### config.mk
export PLATFORM = sky130hd
export DESIGN_NAME = ascf_ctrl
export DESIGN_NICKNAME = d
export VERILOG_FILES = /design/src/rtl/ascf_pkg.sv /design/src/rtl/ascf_fifo.sv /design/src/rtl/ascf_ctrl.sv
export VERILOG_INCLUDE_DIRS = /design/src /design/src/rtl
export SDC_FILE = /design/constraint.sdc
export NUM_CORES = 1
export LEC_CHECK = 0
export BUFFER_PORTS_ARGS = -buffer_cell sky130_fd_sc_hd__buf_2
export CAP_MARGIN = 25
export CORE_ASPECT_RATIO = 1.1
export CORE_MARGIN = 5
export CORE_UTILIZATION = 50
export CTS_BUF_LIST = sky130_fd_sc_hd__clkbuf_16
export CTS_CLUSTER_SIZE = 25
export DETAILED_ROUTE_END_ITERATION = 10
export GPL_TIMING_DRIVEN = 0
export PLACE_DENSITY = 0.75
export SYNTH_ARGS = -nofsm -noshare
export SYNTH_HDL_FRONTEND = slang
export SYNTH_SLANG_ARGS = --single-unit
### constraint.sdc
create_clock -name pclk -period 6.1 [get_ports pclk]
set_input_delay 0.915 -clock pclk [delete_from_list [all_inputs] [get_ports pclk]]
set_output_delay 0.915 -clock pclk [all_outputs]
set_load 0.05 [all_outputs]
### src/rtl/ascf_consts.svh
// Register offsets, field slices, reset values and sizes of the audio serial port
`ifndef ASCF_CONSTS_SVH
`define ASCF_CONSTS_SVH

// Register byte offsets
`define ASCF_OFF_TXDATA 8'h00
`define ASCF_OFF_RXDATA 8'h04
`define ASCF_OFF_STATUS 8'h08
`define ASCF_OFF_IFCFG  8'h0c
`define ASCF_OFF_BCLK   8'h10
`define ASCF_OFF_RXFRM  8'h14

// Reset values
`define ASCF_RST_WORD   32'h0000_0000
`define ASCF_RST_IFCFG  8'h00

// Field slices and widths
`define ASCF_IFCFG_W    8
`define ASCF_DIV_W      16
`define ASCF_FRM_PERIOD 15:0
`define ASCF_FRM_WIDTH  23:16
`define ASCF_FRM_DLY    30:24
`define ASCF_ST_OVR     3

// Legal minimum for dividers and frame periods
`define ASCF_MIN_DIV    16'h0002

// Serial word: bits still to go after the first one
`define ASCF_WORD_LAST  6'h1f

// Transmit buffer shape
`define ASCF_FIFO_W     32
`define ASCF_FIFO_D     8

`endif

### src/rtl/ascf_pkg.sv
// Types shared by the audio serial port files
package ascf_pkg;

  typedef struct packed {
    logic drive;
    logic oe;
  } ascf_pin_t;

  typedef struct packed {
    logic fsx_src;
    logic fsr_src;
    logic clkx_src;
    logic clkr_src;
    logic ena_tx;
    logic ena_rx;
    logic tx_stereo;
    logic mode;
  } ascf_if_cfg_t;

  typedef enum logic {
    ascf_idle  = 1'b0,
    ascf_shift = 1'b1
  } ascf_shift_t;

endpackage

### src/rtl/ascf_fifo.sv
// Flip-flop FIFO with valid and ready on both sides
`timescale 1ns/1ns
module ascf_fifo #(
  parameter int WIDTH = 32,
  parameter int DEPTH = 8
) (
  // Clock and reset
  input  wire logic             pclk,
  input  wire logic             presetn,
  input  wire logic             clk_en,
  // Fill side
  input  wire logic             in_valid,
  output      logic             in_ready,
  input  wire logic [WIDTH-1:0] in_data,
  // Drain side
  output      logic             out_valid,
  input  wire logic             out_ready,
  output      logic [WIDTH-1:0] out_data
);
  localparam int AW = $clog2(DEPTH);

  logic [WIDTH-1:0] mem [DEPTH];
  logic [AW-1:0]    wr_idx;
  logic [AW-1:0]    rd_idx;
  logic [AW:0]      count;

  wire push = in_valid & in_ready & clk_en;
  wire pop  = out_valid & out_ready & clk_en;

  assign in_ready  = count != (AW+1)'(DEPTH);
  assign out_valid = count != '0;
  assign out_data  = mem[rd_idx];

  // Storage needs no reset; only the indices and the count define what is valid
  always_ff @(posedge pclk) begin
    if (push) begin
      mem[wr_idx] <= in_data;
    end
  end

  // Depth is a power of two so the indices wrap by themselves
  always_ff @(posedge pclk or negedge presetn) begin
    if (!presetn) begin
      wr_idx <= '0;
      rd_idx <= '0;
      count  <= '0;
    end else begin
      if (push) begin
        wr_idx <= wr_idx + AW'(1);
      end
      if (pop) begin
        rd_idx <= rd_idx + AW'(1);
      end
      count <= count + (AW+1)'(push) - (AW+1)'(pop);
    end
  end
endmodule

### src/rtl/ascf_ctrl.sv
// Audio serial port: APB registers, bit clock and frame sync generation, serial data paths
//
// Summary of operation
// Transmit data pin floats while transmit is disabled; when enabled, FIFO words shift out.
// Receive bits are discarded while receive is disabled; when enabled, words are captured.
// Bit clocks and frame syncs run regardless of the datapath enables.
// Stereo transmit sends one word per frame half; mono sends one word per frame.
// Stereo selection applies only in I2S mode; AC97 mode ignores it.
// Mode bit zero selects I2S, one selects AC97 framing.
// Master, slave setups decide which end drives each clock and sync.
// Receive bit clock is master clock divided by bits 31-16; values below 2 invalid.
// Receive divider only matters when the device sources the receive bit clock.
// Transmit bit clock is master clock divided by bits 15-0; values below 2 invalid.
// Even dividers give exact 50% duty; odd dividers give unequal duty.
// Transmit divider only matters when the device sources the transmit bit clock.
// Receive delay field counts bit clocks from frame sync edge to first bit.
// Generated receive frame sync stays active for width bit clocks; width zero gives no pulse.
// Receive frame sync is the bit clock divided by the period field, at least 2.
// Bit clock source one drives the pin from the divider; zero takes the codec's.
// Frame sync source one drives the pin from the generator; zero takes the codec's.
// Odd divider N: high for floor N/2 master cycles, low for the rest.
// Reset zeroes all configuration: datapaths off, I2S mode.
`timescale 1ns/1ns
`include "ascf_consts.svh"
module ascf_ctrl (
  // Clock, reset, enable
  input  wire logic                        pclk,
  input  wire logic                        presetn,
  input  wire logic                        clk_en,
  // APB slave
  input  wire logic                        psel,
  input  wire logic                        penable,
  input  wire logic                        pwrite,
  input  wire logic [7:0]                  paddr,
  input  wire logic [31:0]                 pwdata,
  output      logic [31:0]                 prdata,
  output      logic                        pready,
  output      logic                        pslverr,
  // Codec pins, index 0 transmit, index 1 receive
  input  wire logic [1:0]                  bit_clock_in,
  input  wire logic [1:0]                  frame_sync_in,
  input  wire logic                        rx_serial_in,
  output wire ascf_pkg::ascf_pin_t [1:0]   bit_clock_pin,
  output wire ascf_pkg::ascf_pin_t [1:0]   frame_sync_pin,
  output wire ascf_pkg::ascf_pin_t         tx_serial_pin
);

  ascf_pkg::ascf_if_cfg_t if_cfg;
  logic [31:0]            bclk_cfg;
  logic [31:0]            rxfrm_cfg;

  // Transmit buffer
  logic                   fifo_in_ready;
  logic                   fifo_out_valid;
  logic                   fifo_out_ready;
  logic [31:0]            fifo_out_data;

  // Per direction timing events
  wire  [1:0]             evt;
  wire  [1:0]             slot_start;

  // Serial engines
  ascf_pkg::ascf_shift_t  tx_state;
  logic [31:0]            tx_shift;
  logic [5:0]             tx_bits;
  logic                   tx_sd;
  logic                   tx_oe;
  ascf_pkg::ascf_shift_t  rx_state;
  logic [31:0]            rx_shift;
  logic [5:0]             rx_bits;
  logic [1:0]             rx_sd_sync;
  logic [31:0]            rx_word;
  logic                   rx_valid;
  logic                   rx_overrun;

  // APB decode
  wire access   = psel & penable;
  wire fire     = access & pready;
  wire sel_tx   = paddr == `ASCF_OFF_TXDATA;
  wire sel_rx   = paddr == `ASCF_OFF_RXDATA;
  wire sel_st   = paddr == `ASCF_OFF_STATUS;
  wire sel_if   = paddr == `ASCF_OFF_IFCFG;
  wire sel_bc   = paddr == `ASCF_OFF_BCLK;
  wire sel_rf   = paddr == `ASCF_OFF_RXFRM;
  wire mapped   = sel_tx | sel_rx | sel_st | sel_if | sel_bc | sel_rf;
  // A full buffer holds the write in its access phase: back-pressure to software
  wire hold     = sel_tx & pwrite & ~fifo_in_ready;
  wire wr_fire  = fire & pwrite & ~pslverr;
  wire rd_take  = fire & ~pwrite & sel_rx;

  wire tx_busy  = tx_state == ascf_pkg::ascf_shift;
  wire rx_busy  = rx_state == ascf_pkg::ascf_shift;
  wire [31:0] status = 32'({rx_busy, tx_busy, rx_overrun, rx_valid, ~fifo_in_ready, ~fifo_out_valid});

  wire [31:0] rd_mux = sel_rx ? rx_word :
                       sel_st ? status :
                       sel_if ? 32'(if_cfg) :
                       sel_bc ? bclk_cfg :
                       sel_rf ? rxfrm_cfg : `ASCF_RST_WORD;

  // Answer one cycle after the access phase opens, later while held
  always_ff @(posedge pclk or negedge presetn) begin
    if (!presetn) begin
      pready  <= 1'b0;
      pslverr <= 1'b0;
      prdata  <= `ASCF_RST_WORD;
    end else if (clk_en) begin
      pready  <= access & ~pready & ~hold;
      pslverr <= access & ~pready & ~hold & ~mapped;
      if (access & ~pready & ~pwrite) begin
        prdata <= rd_mux;
      end
    end
  end

  // Configuration registers
  always_ff @(posedge pclk or negedge presetn) begin
    if (!presetn) begin
      if_cfg    <= `ASCF_RST_IFCFG;
      bclk_cfg  <= `ASCF_RST_WORD;
      rxfrm_cfg <= `ASCF_RST_WORD;
    end else if (clk_en && wr_fire) begin
      if (sel_if) begin
        if_cfg <= pwdata[`ASCF_IFCFG_W-1:0];
      end
      if (sel_bc) begin
        bclk_cfg <= pwdata;
      end
      if (sel_rf) begin
        rxfrm_cfg <= pwdata;
      end
    end
  end

  ascf_fifo #(
    .WIDTH (`ASCF_FIFO_W),
    .DEPTH (`ASCF_FIFO_D)
  ) u_tx_fifo (
    .pclk      (pclk),
    .presetn   (presetn),
    .clk_en    (clk_en),
    .in_valid  (wr_fire & sel_tx),
    .in_ready  (fifo_in_ready),
    .in_data   (pwdata),
    .out_valid (fifo_out_valid),
    .out_ready (fifo_out_ready),
    .out_data  (fifo_out_data)
  );

  // Frame fields are shared by both directions
  wire [15:0] frm_period = rxfrm_cfg[`ASCF_FRM_PERIOD];
  wire [7:0]  frm_width  = rxfrm_cfg[`ASCF_FRM_WIDTH];
  wire [6:0]  frm_dly    = rxfrm_cfg[`ASCF_FRM_DLY];
  wire        period_ok  = frm_period >= `ASCF_MIN_DIV;
  wire        stereo_on  = if_cfg.tx_stereo & ~if_cfg.mode;

  for (genvar d = 0; d < 2; d++) begin : g_dir
    wire [15:0] div     = bclk_cfg[d*`ASCF_DIV_W +: `ASCF_DIV_W];
    wire        clk_src = d ? if_cfg.clkr_src : if_cfg.clkx_src;
    wire        fs_src  = d ? if_cfg.fsr_src : if_cfg.fsx_src;
    wire        div_ok  = div >= `ASCF_MIN_DIV;

    logic [15:0] div_cnt;
    logic        gen_clk;
    logic [1:0]  clk_sync;
    logic [1:0]  fs_sync;
    logic        clk_prev;
    logic [15:0] frm_cnt;
    logic        gen_fs;
    logic        fs_prev;
    logic [15:0] pos;

    // Divider runs freely so timing settles before data is enabled
    wire [15:0] next_div_cnt = (!div_ok || div_cnt >= div - 16'h0001) ? 16'h0000 :
                               div_cnt + 16'h0001;
    // The codec's clock is used when the device does not source it
    wire act_clk = clk_src ? gen_clk : clk_sync[1];
    wire rise    = act_clk & ~clk_prev;
    wire fall    = ~act_clk & clk_prev;
    wire [15:0] next_frm_cnt = (!period_ok || frm_cnt >= frm_period - 16'h0001) ? 16'h0000 :
                               frm_cnt + 16'h0001;
    wire act_fs  = fs_src ? gen_fs : fs_sync[1];
    // Transmit changes on the falling edge, receive samples on the rising edge
    wire ev      = d ? rise : fall;
    wire fs_edge = act_fs & ~fs_prev;
    wire [15:0] next_pos = fs_edge ? 16'h0000 : pos + 16'(pos != 16'hffff);
    wire first   = next_pos == 16'(frm_dly);
    wire second  = (d == 0) && stereo_on && next_pos == 16'(frm_dly) + (frm_period >> 1);

    assign evt[d]        = ev;
    assign slot_start[d] = ev & (first | second);
    assign bit_clock_pin[d]  = '{drive: gen_clk, oe: clk_src};
    assign frame_sync_pin[d] = '{drive: gen_fs, oe: fs_src};

    always_ff @(posedge pclk or negedge presetn) begin
      if (!presetn) begin
        div_cnt  <= 16'h0000;
        gen_clk  <= 1'b0;
        clk_sync <= 2'h0;
        fs_sync  <= 2'h0;
        clk_prev <= 1'b0;
      end else if (clk_en) begin
        div_cnt  <= next_div_cnt;
        // High for floor(N/2) of N cycles: exact half for even N
        gen_clk  <= div_ok && next_div_cnt < (div >> 1);
        clk_sync <= {clk_sync[0], bit_clock_in[d]};
        fs_sync  <= {fs_sync[0], frame_sync_in[d]};
        clk_prev <= act_clk;
      end
    end

    // Frame sync counts bit clock periods; width zero gives no pulse
    always_ff @(posedge pclk or negedge presetn) begin
      if (!presetn) begin
        frm_cnt <= 16'h0000;
        gen_fs  <= 1'b0;
        fs_prev <= 1'b0;
        pos     <= 16'h0000;
      end else if (clk_en) begin
        if (fall) begin
          frm_cnt <= next_frm_cnt;
          gen_fs  <= period_ok && next_frm_cnt < 16'(frm_width);
        end
        if (ev) begin
          fs_prev <= act_fs;
          pos     <= next_pos;
        end
      end
    end
  end

  // Transmit: pop one word per slot; an empty buffer sends zeros
  wire        tx_load  = evt[0] & slot_start[0] & if_cfg.ena_tx;
  wire [31:0] tx_word  = fifo_out_valid ? fifo_out_data : `ASCF_RST_WORD;
  assign fifo_out_ready = tx_load;
  assign tx_serial_pin  = '{drive: tx_sd, oe: tx_oe};

  always_ff @(posedge pclk or negedge presetn) begin
    if (!presetn) begin
      tx_state <= ascf_pkg::ascf_idle;
      tx_shift <= `ASCF_RST_WORD;
      tx_bits  <= 6'h00;
      tx_sd    <= 1'b0;
      tx_oe    <= 1'b0;
    end else if (clk_en) begin
      tx_oe <= if_cfg.ena_tx;
      if (!if_cfg.ena_tx) begin
        tx_state <= ascf_pkg::ascf_idle;
        tx_sd    <= 1'b0;
      end else if (tx_load) begin
        tx_state <= ascf_pkg::ascf_shift;
        tx_sd    <= tx_word[31];
        tx_shift <= {tx_word[30:0], 1'b0};
        tx_bits  <= `ASCF_WORD_LAST;
      end else if (evt[0]) begin
        unique case (tx_state)
          ascf_pkg::ascf_idle: begin
            tx_sd <= 1'b0;
          end
          ascf_pkg::ascf_shift: begin
            if (tx_bits == 6'h00) begin
              tx_state <= ascf_pkg::ascf_idle;
              tx_sd    <= 1'b0;
            end else begin
              tx_sd    <= tx_shift[31];
              tx_shift <= {tx_shift[30:0], 1'b0};
              tx_bits  <= tx_bits - 6'h01;
            end
          end
        endcase
      end
    end
  end

  // Receive: the data pin is synchronised like the clocks
  wire rx_bit  = rx_sd_sync[1];
  wire rx_load = evt[1] & slot_start[1] & if_cfg.ena_rx;
  wire rx_done = evt[1] & ~slot_start[1] & if_cfg.ena_rx & rx_busy & (rx_bits == 6'h01);

  always_ff @(posedge pclk or negedge presetn) begin
    if (!presetn) begin
      rx_sd_sync <= 2'h0;
      rx_state   <= ascf_pkg::ascf_idle;
      rx_shift   <= `ASCF_RST_WORD;
      rx_bits    <= 6'h00;
      rx_word    <= `ASCF_RST_WORD;
    end else if (clk_en) begin
      rx_sd_sync <= {rx_sd_sync[0], rx_serial_in};
      if (!if_cfg.ena_rx) begin
        rx_state <= ascf_pkg::ascf_idle;
      end else if (rx_load) begin
        rx_state <= ascf_pkg::ascf_shift;
        rx_shift <= {31'h0000_0000, rx_bit};
        rx_bits  <= `ASCF_WORD_LAST;
      end else if (evt[1]) begin
        unique case (rx_state)
          ascf_pkg::ascf_idle: begin
            rx_bits <= 6'h00;
          end
          ascf_pkg::ascf_shift: begin
            rx_shift <= {rx_shift[30:0], rx_bit};
            rx_bits  <= rx_bits - 6'h01;
            if (rx_done) begin
              rx_state <= ascf_pkg::ascf_idle;
              rx_word  <= {rx_shift[30:0], rx_bit};
            end
          end
        endcase
      end
    end
  end

  // A new word wins over a clear in the same cycle
  always_ff @(posedge pclk or negedge presetn) begin
    if (!presetn) begin
      rx_valid   <= 1'b0;
      rx_overrun <= 1'b0;
    end else if (clk_en) begin
      rx_valid <= rx_done | (rx_valid & ~rd_take);
      rx_overrun <= (rx_done & rx_valid & ~rd_take) |
                    (rx_overrun & ~(wr_fire & sel_st & pwdata[`ASCF_ST_OVR]));
    end
  end
endmodule

==> metrics.cfg <==
[status]
outcome=complete, no violations

[setup_path]
startpoint_type=flop
arrival_ns=6.25
cp_cell_sequence=and4_1 -> nand3_1 -> nor3_1 -> nand3_1 -> ha_1 -> clkbuf_1 -> nand2_1 -> nor4_2 -> xnor2_1 -> o211ai_1 -> or4_1 -> nor4_1 -> o21ba_2 -> nor3_4 -> ha_1 -> inv_1 -> ha_1 -> a21o_1 -> a21oi_1 -> xor2_1
cp_slowest_stage_delay_ns=0.81
cp-end-kind=flop
cp_num_buf_inv=2
crit_family=simple AND/OR/NAND/NOR gates
r2r-start=g_dir[0].pos[4]$_DFFE_PN0P_
critPathSlowestCell=nor4_1
rrSetupSlack_ns=0.42
critPathKind=flop to flop
critPathRequiredTime_ns=6.68
r2r_cells=20
crit_path_max_fanout=9
timing.critical_path.mode_cell=ha_1
reg2reg_to=u_tx_fifo.count[3]$_DFF_PN0_

[synth]
syn-num-nets=2888
synth_flop_cell=dfrtp_1
synth-edff-count=256
synth_top_area_share_pct=27.6
synth_commonest_cells=dfrtp_1 (342), edfxtp_1 (256), nand2_1 (221)
ys_warn_count=0
synthTopCellsByArea=dfrtp_1 (28%), edfxtp_1 (25%), ha_1 (5.4%)
yosysSeqAreaShare_pct=52.3
syn_inst=2700
syn_avg_cell_area_um2=11.5
synth_top_cell_by_area=dfrtp_1
synth_area_um2=31100
synth.most_common_cell=dfrtp_1
ys_async_sr_fraction_pct=57.2
synth-seq-cells=598
synth_cell_types=84

[sta]
skew_ns=0.0618
period_share_pct=93.0
maxSlewHeadroom_pct=34.0
rsz0062_at_grt=no
max_freq_ghz=0.176
hold_slack_ns=0.349
finalCriticalPeriod_ns=5.68
setup_viol=0
maxSlewViolCount=0
setup_tns_ns=0
worst_pin_slew_ns=0.981
final_hold_viol_count=0

[job]
cap_violations=0

[floorplan]
dieArea_um2=67200
start_util_pct=50.6
fp.dieH_um=271
die_x_um=248
ios=95
core-area_um2=61300
rows=95

[clock_network]
path_clk_slew_ns=0.07
root_buffer=clkbuf_16
tritoncts=done
ctsHtreeMaxLevel=2
cts_buffers=61
cts_resized=0
post_cts_buffers=0
cts_max_path_buffers=3
insertion_delay_ns=0.66
clkSinkCount=598
postCtsHoldBufs=0

[route]
route.detailed.drc=0
ant_nets=0
wl_per_cell_um=22.9
dr.pass1.iters=6
via_count=23101
wl_um=85900
first_iter_violations=2213
routed_via_density=6.15

[pwr]
power_mw=9.74
leakage_nw=14.4
peakVddDrop_v=0.000256
p_per_area_nw_per_um2=278

[placed_design]
dp_hpwl_um=61400
place_inst=3631
gp_congestion=0.949
portBuffers=92

[global_route]
grt_max_degree=128
antenna_found_initial=7
track_usage_pct=25.3
overflow=0
grt_first_pass_wirelength_um=133000
grt_pass1_vias=22793

[final_layout]
layoutNonFillerInstCount=3755
fill_cells=5005
nets=3062
area_growth_syn_to_layout_pct=12.9
drive_gt1_share_pct=17.1

[hold_path]
hold_path_class=input port to async pin

## metrics by stage
step,util [%],cell area [µm²],setup slack (ns)
3_5_place_dp,53.6,32900,0.201
6_report,57.2,35100,0.425
5_1_grt,57.2,35100,0.180
3_3_place_gp,53.1,32500,-2.46
2_1_floorplan,-,31100,0.586
4_1_cts,57.1,35000,0.145
## layout by cell type (no fill, tap or decap), drive strengths merged, types with 47 or more instances in the layout
master	count
a21o	55
a21oi	95
a22o	47
buf	161
clkbuf	169
dfrtp	342
edfxtp	256
ha	135
inv	96
mux2	156
mux4	64
nand2	221
nand3	107
nor2	208
nor3	59
o21ai	195
xnor2	82
## worst max-delay path by stage
stage                                      startpoint                               end  cells past startpoint
final                     g_dir[0].pos[4]$_DFFE_PN0P_      u_tx_fifo.count[3]$_DFF_PN0_                     20
after global routing          bclk_cfg[4]$_DFFE_PN0P_      g_dir[0].gen_clk$_DFFE_PN0P_                     24
after CTS                     bclk_cfg[4]$_DFFE_PN0P_      g_dir[0].gen_clk$_DFFE_PN0P_                     24
after detailed placement      bclk_cfg[4]$_DFFE_PN0P_      g_dir[0].gen_clk$_DFFE_PN0P_                     24
after global placement                        presetn  g_dir[1].clk_sync[0]$_DFFE_PN0P_                      1
after floorplan                              paddr[0]     u_tx_fifo.mem[0][0]$_DFFE_PP_                      8
## where the power goes
group | internal, mW | switching, mW
Clock | 2.18 | 1.68
Combinational | 0.427 | 0.965
Sequential | 4.33 | 0.146
Total | 6.94 | 2.79
## worst register-to-register path: cells and delay by family, from the launching register on
family	cells	cell delay [ns]
AO/OA/AOI/OAI	4	0.84
buffers and inverters	2	0.44
AND/OR/NAND/NOR	9	2.89
adder cells (fa/ha/maj)	3	0.62
flip-flops	1	0.45
XOR/XNOR	2	0.37
## registers in the layout (all words and copies together), names as in the netlist, 3 cells and up
signal            count
tx_shift             31
rx_shift             31
u_tx_fifo.wr_idx      3
g_dir.fs_sync         4
u_tx_fifo.count       4
rx_bits               6
g_dir.frm_cnt        32
u_tx_fifo.mem       256
bclk_cfg             32
rxfrm_cfg            32
u_tx_fifo.rd_idx      3
prdata               32
tx_bits               6
if_cfg                4
rx_word              32
g_dir.clk_sync        4
g_dir.div_cnt        32
g_dir.pos            32
## metal layers
metal	GRT usage, %	part of all wire (%)	wire, µm
met1	34.1	40	34400
met2	41.2	48	41000
met3	4.51	7.9	6780
met4	9.39	4.3	3660
met5	0	0.012	10
## logic make-up after synthesis
family | after synthesis | share of synthesized area (%)
buffers and inverters | 244 | 3.26
AOI/OAI and AO/OA | 570 | 11.8
and+or+nand+nor | 788 | 12.1
DFF | 598 | 52.3
adders and majority gates | 137 | 5.57
xor gates and xnor gates | 131 | 3.95
muxes | 232 | 11.0
## area by class of cell
class / count / area, µm² / share of cell area, %
Antenna cell: 5 / 12.5 / 0.0357
Buffer: 155 / 679 / 1.94
Clock buffer: 64 / 1600 / 4.57
Clock inverter: 51 / 510 / 1.46
Inverter: 89 / 334 / 0.953
Multi-Input combinational cell: 1858 / 13900 / 39.6
Sequential cell: 598 / 16200 / 46.3
Tap cell: 824 / 1030 / 2.94
Timing Repair Buffer: 111 / 767 / 2.19
(Power assumes the default switching activity.)
